### src/sck_pkg.sv
// Package of the command and power-state logic: timing counts, widths,
// reset values, power states and the decoded command set.
// Assumes one 10 MHz clock; all counts below are in cycles of that clock.
package sck_pkg;

    localparam int CLK_PERIOD_NS = 100;

    // Timing windows in nanoseconds; plain defaults.
    localparam int TRP_NS = 15;
    localparam int TRFC_NS = 350;
    localparam int TXP_NS = 24;
    localparam int TXS_NS = 360;
    localparam int ZQINIT_NS = 51200;
    localparam int ZQOPER_NS = 25600;

    localparam int TMR_N = 5;
    localparam int TMR_W = 16;
    localparam int TMR_BURST = 0;
    localparam int TMR_PRE = 1;
    localparam int TMR_REF = 2;
    localparam int TMR_ZQ = 3;
    localparam int TMR_EXIT = 4;

    localparam int NBANK = 8;
    localparam int NMR = 4;
    localparam int BA_W = 3;
    localparam int MR_SEL_W = 2;
    localparam int ADDR_W = 16;
    localparam int A10_POS = 10;

    // A minimum time rounds up to whole cycles and never below one.
    function automatic logic [TMR_W-1:0] ns_to_cyc(input int ns);
        int cyc;
        cyc = (ns + CLK_PERIOD_NS - 1) / CLK_PERIOD_NS;
        if (cyc < 1)
        begin
            cyc = 1;
        end
        return TMR_W'(cyc);
    endfunction : ns_to_cyc

    localparam logic [TMR_W-1:0] TRP_CYC = ns_to_cyc(TRP_NS);
    localparam logic [TMR_W-1:0] TRFC_CYC = ns_to_cyc(TRFC_NS);
    localparam logic [TMR_W-1:0] TXP_CYC = ns_to_cyc(TXP_NS);
    localparam logic [TMR_W-1:0] TXS_CYC = ns_to_cyc(TXS_NS);
    localparam logic [TMR_W-1:0] ZQINIT_CYC = ns_to_cyc(ZQINIT_NS);
    localparam logic [TMR_W-1:0] ZQOPER_CYC = ns_to_cyc(ZQOPER_NS);
    // A BL8 burst occupies four clocks of the data bus.
    localparam logic [TMR_W-1:0] BURST_CYC = 16'h0004;

    localparam logic [NBANK-1:0] BANK_RST = 8'h00;
    localparam logic [ADDR_W-1:0] MR_RST = 16'h0000;
    localparam logic [TMR_W-1:0] TMR_RST = 16'h0000;

    typedef enum logic [2:0] {
        PWR_NORMAL,
        PWR_PD_ACTIVE,
        PWR_PD,
        PWR_PD_PRECH,
        PWR_SREF
    } sck_pwr_t;

    typedef enum logic [3:0] {
        CMD_DES,
        CMD_NOP,
        CMD_MRS,
        CMD_REF,
        CMD_PRE,
        CMD_ACT,
        CMD_WR,
        CMD_RD,
        CMD_ZQCL,
        CMD_ZQCS
    } sck_cmd_t;

    function automatic sck_cmd_t decode_cmd(input logic cs_n, input logic ras_n,
                                            input logic cas_n, input logic we_n,
                                            input logic a10);
        sck_cmd_t c;
        c = CMD_NOP;
        if (cs_n)
        begin
            c = CMD_DES;
        end
        else
        begin
            case ({ras_n, cas_n, we_n})
                3'h0: c = CMD_MRS;
                3'h1: c = CMD_REF;
                3'h2: c = CMD_PRE;
                3'h3: c = CMD_ACT;
                3'h4: c = CMD_WR;
                3'h5: c = CMD_RD;
                3'h6: c = a10 ? CMD_ZQCL : CMD_ZQCS;
                default: c = CMD_NOP;
            endcase
        end
        return c;
    endfunction : decode_cmd

endpackage : sck_pkg

### src/sck_tmr_if.sv
// Interface between the command logic and its bank of down-counters.
// Assumes both ends run on the same clock.
`timescale 1ns/1ps
`default_nettype none
interface sck_tmr_if #(parameter int N = 5, parameter int W = 16);
    logic [N-1:0] start;
    logic [N-1:0][W-1:0] load;
    logic [N-1:0] busy;
    logic [N-1:0] done;

    modport ctl (output start, output load, input busy, input done);
    modport tmr (input start, input load, output busy, output done);
endinterface : sck_tmr_if
`default_nettype wire

### src/sck_timer_bank.sv
// Bank of independent down-counters that time bursts, precharge, refresh,
// calibration and power-state exit.
// Assumes start pulses come from logic on the same clock.
`timescale 1ns/1ps
`default_nettype none
module sck_timer_bank
    import sck_pkg::*;
(
    input wire logic clk_i,
    input wire logic rst_n_i,
    input wire logic srst_i,
    sck_tmr_if.tmr tb
);

    logic [TMR_N-1:0][TMR_W-1:0] cnt_reg;
    logic [TMR_N-1:0][TMR_W-1:0] cnt_next;

    // A start reloads the counter even while it is still running.
    always_comb
    begin
        for (int i = 0; i < TMR_N; i++)
        begin
            if (tb.start[i])
            begin
                cnt_next[i] = tb.load[i];
            end
            else if (cnt_reg[i] != TMR_RST)
            begin
                cnt_next[i] = cnt_reg[i] - 16'h0001;
            end
            else
            begin
                cnt_next[i] = TMR_RST;
            end
            tb.busy[i] = (cnt_reg[i] != TMR_RST);
            tb.done[i] = (cnt_reg[i] == 16'h0001);
        end
    end

    always_ff @(posedge clk_i or negedge rst_n_i)
    begin
        if (!rst_n_i)
        begin
            cnt_reg <= '0;
        end
        else if (srst_i)
        begin
            cnt_reg <= '0;
        end
        else
        begin
            cnt_reg <= cnt_next;
        end
    end

endmodule : sck_timer_bank
`default_nettype wire

### src/sck_cmd_state.sv
// Command qualification and clock-enable power-state logic of the DRAM core.
// Assumes the controller drives the command pins from logic on CLK_I.
`timescale 1ns/1ps
`default_nettype none
module sck_cmd_state
    import sck_pkg::*;
(
    input wire logic CLK_I,
    input wire logic SYS_RST_I,
    input wire logic DRAM_RST_N_I,
    input wire logic CKE_I,
    input wire logic CS_N_I,
    input wire logic RAS_N_I,
    input wire logic CAS_N_I,
    input wire logic WE_N_I,
    input wire logic [sck_pkg::BA_W-1:0] BA_I,
    input wire logic [sck_pkg::ADDR_W-1:0] ADDR_I,
    output var sck_pkg::sck_pwr_t PWR_STATE_O,
    output logic [sck_pkg::NBANK-1:0] BANK_OPEN_O,
    output logic BURST_ACT_O,
    output logic REFRESH_ACT_O,
    output logic ZQ_BUSY_O,
    output logic CAL_APPLY_O,
    output logic IDLE_O,
    output logic CMD_TAKEN_O,
    output logic ILLEGAL_O,
    output logic [sck_pkg::NMR*sck_pkg::ADDR_W-1:0] MODE_REG_O
);

    import sck_pkg::*;

    sck_tmr_if #(.N(TMR_N), .W(TMR_W)) tmr_bus ();

    sck_pwr_t st_reg;
    sck_pwr_t st_next;
    sck_cmd_t cmd;
    logic desnop;
    logic all_idle;
    logic cke_prev_reg;
    logic cke_meta_reg;
    logic cke_sync_reg;
    logic cke_sync_d_reg;
    logic [NBANK-1:0] bank_reg;
    logic [NBANK-1:0] bank_next;
    logic [NBANK-1:0] ap_reg;
    logic [NBANK-1:0] ap_next;
    logic [NMR-1:0][ADDR_W-1:0] mr_reg;
    logic [NMR-1:0][ADDR_W-1:0] mr_next;
    logic zq_first_reg;
    logic zq_first_next;
    logic taken;
    logic illegal;
    logic burst_reg;
    logic refresh_reg;
    logic zq_busy_reg;
    logic cal_apply_reg;
    logic idle_reg;
    logic taken_reg;
    logic illegal_reg;

    sck_timer_bank u_tmr (
        .clk_i(CLK_I),
        .rst_n_i(DRAM_RST_N_I),
        .srst_i(SYS_RST_I),
        .tb(tmr_bus.tmr)
    );

    assign cmd = decode_cmd(CS_N_I, RAS_N_I, CAS_N_I, WE_N_I, ADDR_I[A10_POS]);
    assign desnop = (cmd == CMD_DES) || (cmd == CMD_NOP);
    assign all_idle = (bank_reg == BANK_RST) && (tmr_bus.busy == '0);

    always_comb
    begin
        st_next = st_reg;
        bank_next = bank_reg;
        ap_next = ap_reg;
        mr_next = mr_reg;
        zq_first_next = zq_first_reg;
        taken = 1'b0;
        illegal = 1'b0;
        tmr_bus.start = '0;
        tmr_bus.load[TMR_BURST] = BURST_CYC;
        tmr_bus.load[TMR_PRE] = TRP_CYC;
        tmr_bus.load[TMR_REF] = TRFC_CYC;
        tmr_bus.load[TMR_ZQ] = zq_first_reg ? ZQOPER_CYC : ZQINIT_CYC;
        tmr_bus.load[TMR_EXIT] = (st_reg == PWR_SREF) ? TXS_CYC : TXP_CYC;
        // Auto precharge closes its bank when the burst's last clock passes.
        if (tmr_bus.done[TMR_BURST] && (ap_reg != BANK_RST))
        begin
            bank_next = bank_next & ~ap_reg;
            ap_next = BANK_RST;
            tmr_bus.start[TMR_PRE] = 1'b1;
        end
        case (st_reg)
            PWR_NORMAL:
            begin
                if (!cke_prev_reg)
                begin
                    illegal = 1'b1;
                end
                else if (!CKE_I)
                begin
                    if (desnop)
                    begin
                        if (bank_reg != BANK_RST)
                        begin
                            st_next = PWR_PD_ACTIVE;
                        end
                        else if (tmr_bus.busy[TMR_BURST] || tmr_bus.busy[TMR_PRE])
                        begin
                            st_next = PWR_PD;
                        end
                        else
                        begin
                            st_next = PWR_PD_PRECH;
                        end
                    end
                    else if ((cmd == CMD_REF) && all_idle)
                    begin
                        st_next = PWR_SREF;
                        taken = 1'b1;
                    end
                    else
                    begin
                        illegal = 1'b1;
                    end
                end
                else if (tmr_bus.busy[TMR_ZQ] && !desnop)
                begin
                    illegal = 1'b1;
                end
                else
                begin
                    case (cmd)
                        CMD_MRS:
                        begin
                            if (all_idle)
                            begin
                                mr_next[BA_I[MR_SEL_W-1:0]] = ADDR_I;
                                taken = 1'b1;
                            end
                            else
                            begin
                                illegal = 1'b1;
                            end
                        end
                        CMD_REF:
                        begin
                            if (all_idle)
                            begin
                                tmr_bus.start[TMR_REF] = 1'b1;
                                taken = 1'b1;
                            end
                            else
                            begin
                                illegal = 1'b1;
                            end
                        end
                        CMD_PRE:
                        begin
                            if (ADDR_I[A10_POS])
                            begin
                                bank_next = BANK_RST;
                            end
                            else
                            begin
                                bank_next[BA_I] = 1'b0;
                            end
                            tmr_bus.start[TMR_PRE] = 1'b1;
                            taken = 1'b1;
                        end
                        CMD_ACT:
                        begin
                            if (!bank_reg[BA_I] && !tmr_bus.busy[TMR_PRE] &&
                                !tmr_bus.busy[TMR_REF] && !tmr_bus.busy[TMR_EXIT])
                            begin
                                bank_next[BA_I] = 1'b1;
                                taken = 1'b1;
                            end
                            else
                            begin
                                illegal = 1'b1;
                            end
                        end
                        CMD_WR, CMD_RD:
                        begin
                            if (bank_reg[BA_I] && !tmr_bus.busy[TMR_BURST])
                            begin
                                tmr_bus.start[TMR_BURST] = 1'b1;
                                ap_next[BA_I] = ADDR_I[A10_POS];
                                taken = 1'b1;
                            end
                            else
                            begin
                                illegal = 1'b1;
                            end
                        end
                        CMD_ZQCL:
                        begin
                            if ((bank_reg == BANK_RST) && !tmr_bus.busy[TMR_BURST])
                            begin
                                tmr_bus.start[TMR_ZQ] = 1'b1;
                                zq_first_next = 1'b1;
                                taken = 1'b1;
                            end
                            else
                            begin
                                illegal = 1'b1;
                            end
                        end
                        CMD_ZQCS:
                        begin
                            taken = 1'b1;
                        end
                        default:
                        begin
                            taken = 1'b0;
                        end
                    endcase
                end
            end
            PWR_PD_ACTIVE, PWR_PD, PWR_PD_PRECH:
            begin
                if (CKE_I)
                begin
                    if (desnop)
                    begin
                        st_next = PWR_NORMAL;
                        tmr_bus.start[TMR_EXIT] = 1'b1;
                    end
                    else
                    begin
                        illegal = 1'b1;
                    end
                end
            end
            PWR_SREF:
            begin
                // unqualified exit
                // The synchroniser still holds the high level from before entry.
                // Exit therefore waits for a fresh rise of the synchronised enable.
                if (cke_sync_reg && !cke_sync_d_reg)
                begin
                    st_next = PWR_NORMAL;
                    tmr_bus.start[TMR_EXIT] = 1'b1;
                end
            end
            default:
            begin
                st_next = PWR_NORMAL;
                illegal = 1'b1;
            end
        endcase
    end

    always_ff @(posedge CLK_I or negedge DRAM_RST_N_I)
    begin
        if (!DRAM_RST_N_I)
        begin
            st_reg <= PWR_NORMAL;
            cke_sync_d_reg <= 1'b0;
            bank_reg <= BANK_RST;
            ap_reg <= BANK_RST;
            mr_reg <= '0;
            zq_first_reg <= 1'b0;
            cke_prev_reg <= 1'b0;
            cke_meta_reg <= 1'b0;
            cke_sync_reg <= 1'b0;
            burst_reg <= 1'b0;
            refresh_reg <= 1'b0;
            zq_busy_reg <= 1'b0;
            cal_apply_reg <= 1'b0;
            idle_reg <= 1'b0;
            taken_reg <= 1'b0;
            illegal_reg <= 1'b0;
        end
        else if (SYS_RST_I)
        begin
            st_reg <= PWR_NORMAL;
            cke_sync_d_reg <= 1'b0;
            bank_reg <= BANK_RST;
            ap_reg <= BANK_RST;
            mr_reg <= '0;
            zq_first_reg <= 1'b0;
            cke_prev_reg <= 1'b0;
            cke_meta_reg <= 1'b0;
            cke_sync_reg <= 1'b0;
            burst_reg <= 1'b0;
            refresh_reg <= 1'b0;
            zq_busy_reg <= 1'b0;
            cal_apply_reg <= 1'b0;
            idle_reg <= 1'b0;
            taken_reg <= 1'b0;
            illegal_reg <= 1'b0;
        end
        else
        begin
            st_reg <= st_next;
            bank_reg <= bank_next;
            ap_reg <= ap_next;
            mr_reg <= mr_next;
            zq_first_reg <= zq_first_next;
            cke_prev_reg <= CKE_I;
            cke_meta_reg <= CKE_I;
            cke_sync_reg <= cke_meta_reg;
            cke_sync_d_reg <= cke_sync_reg;
            burst_reg <= tmr_bus.busy[TMR_BURST];
            refresh_reg <= tmr_bus.busy[TMR_REF];
            zq_busy_reg <= tmr_bus.busy[TMR_ZQ];
            cal_apply_reg <= tmr_bus.done[TMR_ZQ];
            idle_reg <= all_idle && CKE_I && (st_reg == PWR_NORMAL);
            taken_reg <= taken;
            illegal_reg <= illegal;
        end
    end

    assign PWR_STATE_O = st_reg;
    assign BANK_OPEN_O = bank_reg;
    assign BURST_ACT_O = burst_reg;
    assign REFRESH_ACT_O = refresh_reg;
    assign ZQ_BUSY_O = zq_busy_reg;
    assign CAL_APPLY_O = cal_apply_reg;
    assign IDLE_O = idle_reg;
    assign CMD_TAKEN_O = taken_reg;
    assign ILLEGAL_O = illegal_reg;
    assign MODE_REG_O = mr_reg;

    // Helper that measures each calibration window.
    logic [TMR_W-1:0] zq_len_reg;
    logic [TMR_W-1:0] zq_exp_reg;
    always_ff @(posedge CLK_I)
    begin
        if (tmr_bus.start[TMR_ZQ])
        begin
            zq_len_reg <= TMR_RST;
            zq_exp_reg <= tmr_bus.load[TMR_ZQ];
        end
        else if (tmr_bus.busy[TMR_ZQ])
        begin
            zq_len_reg <= zq_len_reg + 16'h0001;
        end
    end
endmodule : sck_cmd_state
`default_nettype wire

### config.mk
export PLATFORM = sky130hd
export DESIGN_NAME = sck_cmd_state
export DESIGN_NICKNAME = d
export VERILOG_FILES = /design/src/sck_pkg.sv /design/src/sck_tmr_if.sv /design/src/sck_timer_bank.sv /design/src/sck_cmd_state.sv
export SDC_FILE = /design/constraint.sdc
export NUM_CORES = 1
export LEC_CHECK = 0
export BUFFER_PORTS_ARGS = -buffer_cell sky130_fd_sc_hd__buf_4
export CORE_MARGIN = 2
export CORE_UTILIZATION = 50
export CTS_BUF_LIST = sky130_fd_sc_hd__clkbuf_8
export CTS_CLUSTER_SIZE = 20
export DETAILED_ROUTE_END_ITERATION = 8
export PLACE_DENSITY = 0.67
export SYNTH_ARGS = -nofsm -noshare
export SYNTH_HDL_FRONTEND = slang
export SYNTH_SLANG_ARGS = --single-unit
### constraint.sdc
create_clock -name CLK_I -period 5.45 [get_ports CLK_I]
set_input_delay 0.2725 -clock CLK_I [delete_from_list [all_inputs] [get_ports CLK_I]]
set_output_delay 0.2725 -clock CLK_I [all_outputs]
set_load 0.02 [all_outputs]
==> summary.txt <==
Critical path
  • CP bufs+invs: 0
  • Setup CP Type: register to register
  • Largest delay share family, worst path: simple AND/OR/NAND/NOR gates
  • Worst EP required: 5830 ps
  • Worst Reg-to-Reg Cells: 6
  • RR Startpoint: u_tmr.cnt_reg[73]$_DFF_PN0_
  • Reg2reg end: MODE_REG_O[12]$_DFFE_PN0P_
  • R2R setup slack: 1910 ps
  • Max stage delay on crit path: 890 ps
  • Max Fanout on Critical Path: 16
  • Crit path DAT: 3910 ps
  • Type of origin of the critical path: register
  • Crit path capture type: register
  • Slowest library cell on the worst path: and3_1
  • Most common cell on crit path: or4_4
  • Crit-path cells: or4_4 > or4_4 > nor4_4 > and4_1 > and3_1 > mux2i_1

Logic synthesis
  • Post-Syn Area: 8550 um^2
  • Syn avg cell area: 10.3 um^2
  • Post-synthesis net count: 866
  • Largest cells by area after synthesis: dfrtp_1, mux2i_1, nand2b_1, nor2_1, xnor2_1
  • Post-synthesis cell count: 832
  • EDFF count, synth: 0
  • Sequential share of the synthesized area: 0.509
  • Synth warnings: 0
  • Ys async rst share: 1.00
  • Yosys cell types: 53
  • #FFs+latches synth: 174
  • Ys flop type: dfrtp_1
  • Synth area leader: dfrtp_1
  • Synth top area share: 0.509

GRT
  • Pin count of the biggest net entering global routing: 111
  • Global-route wire length before repair: 31800 um
  • Total GRT Usage: 0.220
  • Antenna violations before repair: 0
  • Vias in the first global route: 6452
  • Final global-route overflow total: 0

Floorplanning
  • Die Span Y: 135 um
  • Core Area: 16600 um^2
  • # rows: 47
  • Die Span X: 135 um
  • Boundary Pins: 109
  • Full die area: 18200 um^2
  • Starting Density: 0.514

Drt
  • Routed len/inst: 16.6 um
  • Initial DRC count: 395
  • Vias post-DR: 6384
  • Vias per cell: 5.53
  • Residual DRC: 0
  • First-pass DRT Iterations: 4
  • Total wire length: 19200 um
  • DRT antenna net count: 0

Timing
  • F_max: 0.283 GHz
  • Tmin final: 3540 ps
  • Setup TNS: 0 ps
  • Period utilization: 0.649
  • Worst clock skew: 17.6 ps
  • Setup violations, final: 0
  • RSZ-0062 raised after global routing: false
  • Worst Tran Pin Value: 1020 ps
  • Final Max Slew Viols: 0
  • Hold WS: 114 ps
  • Final hold vios: 0
  • Normalized max-slew margin: 0.323

Clocking
  • Post-CTS resize count: 0
  • Num CTS Buffers: 17
  • Root Buffer: clkbuf_8
  • Skew-Pair Late Insertion Delay: 470 ps
  • Num Clock Sinks: 174
  • H-tree depth: 4
  • Max Buffers Root-to-Sink: 2
  • Reg clk slew, reported paths: 90 ps
  • CTS tree: yes

Cells and area
  • Finished Cell Area: 9880 um^2
  • Final #Nets: 956
  • Ratio of cells with drive above 1 in the final layout: 0.166
  • Area growth, synth to finish: 15.5%
  • N_diodes: 0
  • Most frequent cells in the layout: dfrtp_1, nor2_1, buf_4, nand2b_1, mux2i_1
  • Util after Layout: 0.593
  • Max reg flops: 80
  • Commonest non-fill, non-tap cell in the layout: dfrtp_1

Min path
  • Hold path depth: 3
  • HP Start: CKE_I
  • Hold crit path type: input pin to register
  • Hold Path Sink: IDLE_O$_DFF_PN0_

Outcome
  • Status: finished, final reports clean

Power
  • Leak Pwr: 4.78 nW
  • Max VDD drop: 0.000234 V
  • Pwr Density: 424 nW/um^2

Place
  • Detailed placer's ending HPWL: 13500 um
  • PortBufs: 108
  • Placed cell area: 9450 um^2
  • GPL Wtd Cong: 0.826

Flow run
  • # Max-Cap Violations: 0
-- synthesized netlist by cell type (2+ instances only) --
library cell,count
a21oi_1,31
a31o_2,2
a31oi_1,5
and2_1,6
and3_1,3
and4_1,2
and4b_1,2
buf_2,2
buf_6,5
clkbuf_1,32
dfrtp_1,174
ha_1,7
inv_1,15
mux2i_1,67
mux4_2,2
nand2_1,41
nand2b_1,95
nand3_1,13
nand3_4,2
nand3b_1,4
nand4_1,7
nand4b_1,3
nor2_1,111
nor2b_1,10
nor3_1,23
nor3b_1,5
nor4_1,25
o211ai_1,7
o21ai_0,15
o21ai_1,8
o22a_1,2
o31ai_1,13
or3_1,9
or4_1,8
or4_4,2
xnor2_1,34
xor2_1,24
-- worst reg2reg max path, cell delays in order (launching register included) --
cell     delay [ps]
dfrtp_1         440
or4_4           580
or4_4           470
nor4_4          330
and4_1          450
and3_1          890
mux2i_1         300
-- power breakdown --
group / total, mW / switching [mW] / leakage [nW] / internal [mW]
Combinational: 1.49 / 0.867 / 2.21 / 0.625
Clock: 0.953 / 0.493 / 0.198 / 0.460
Sequential: 1.75 / 0.224 / 2.37 / 1.52
Total: 4.19 / 1.58 / 4.78 / 2.61
-- how the worst max path moves through the flow --
stage               slack (ps)                   startpoint  cells after the start                          to
floorplan                 2690   u_tmr.cnt_reg[0]$_DFF_PN0_                     10         ap_reg[4]$_DFF_PN0_
CTS                       1900  u_tmr.cnt_reg[73]$_DFF_PN0_                      6  MODE_REG_O[12]$_DFFE_PN0P_
global route              1650  u_tmr.cnt_reg[66]$_DFF_PN0_                      6  MODE_REG_O[15]$_DFFE_PN0P_
finish                    1910  u_tmr.cnt_reg[73]$_DFF_PN0_                      6  MODE_REG_O[12]$_DFFE_PN0P_
global placement          2050  u_tmr.cnt_reg[73]$_DFF_PN0_                      6  MODE_REG_O[10]$_DFFE_PN0P_
detailed placement        1920  u_tmr.cnt_reg[73]$_DFF_PN0_                      6   MODE_REG_O[2]$_DFFE_PN0P_
-- timing repair --
item / 4_1_cts / 5_1_grt
setup endpoints to repair: 0 / 0
endpoints found under the hold margin: 58 / 0
buffers inserted: 0 / 0
hold buffers: 1 / 0
-- metal layers --
layer  GRT usage  up-vias  routed length, um
li1            -     3044                  -
met1       0.301     3161               8660
met2       0.351      151               9280
met3      0.0473       28                912
met4      0.0754        0                323
met5           0        -                  0
-- cell type report --
type                       instances  area, um^2
tap                              220         275
clock buffer                      17         234
fill                            1447        6770
inverter                          15        56.3
timing repair buffer             111         840
sequential                       174        4350
clock inverter                    14         184
multi-input combinational        603        3930
-- through the flow --
| stage | cells | power [mW] | setup WS, ps |
|---|---|---|---|
| finish | 1154 | 4.19 | 1910 |
| global placement | 1122 | 3.18 | 2050 |
| global route | 1154 | 4.51 | 1650 |
| floorplan | 832 | 2.91 | 2690 |
| detailed placement | 1122 | 3.25 | 1920 |
| CTS | 1154 | 4.22 | 1900 |
-- kinds of logic (layout without fill, tap and decap cells) --
family                   after synthesis  count (layout)  synth area share
flip-flops                           174             174             0.509
adder cells (fa/ha/maj)                7               7            0.0102
XOR/XNOR                              58              58            0.0594
multiplexers                          69              69            0.0837
AND/OR/NAND/NOR                      380             380             0.244
buffers and inverters                 55             157            0.0307
AO/OA/AOI/OAI                         89              89            0.0628
(Power assumes the default switching activity.)
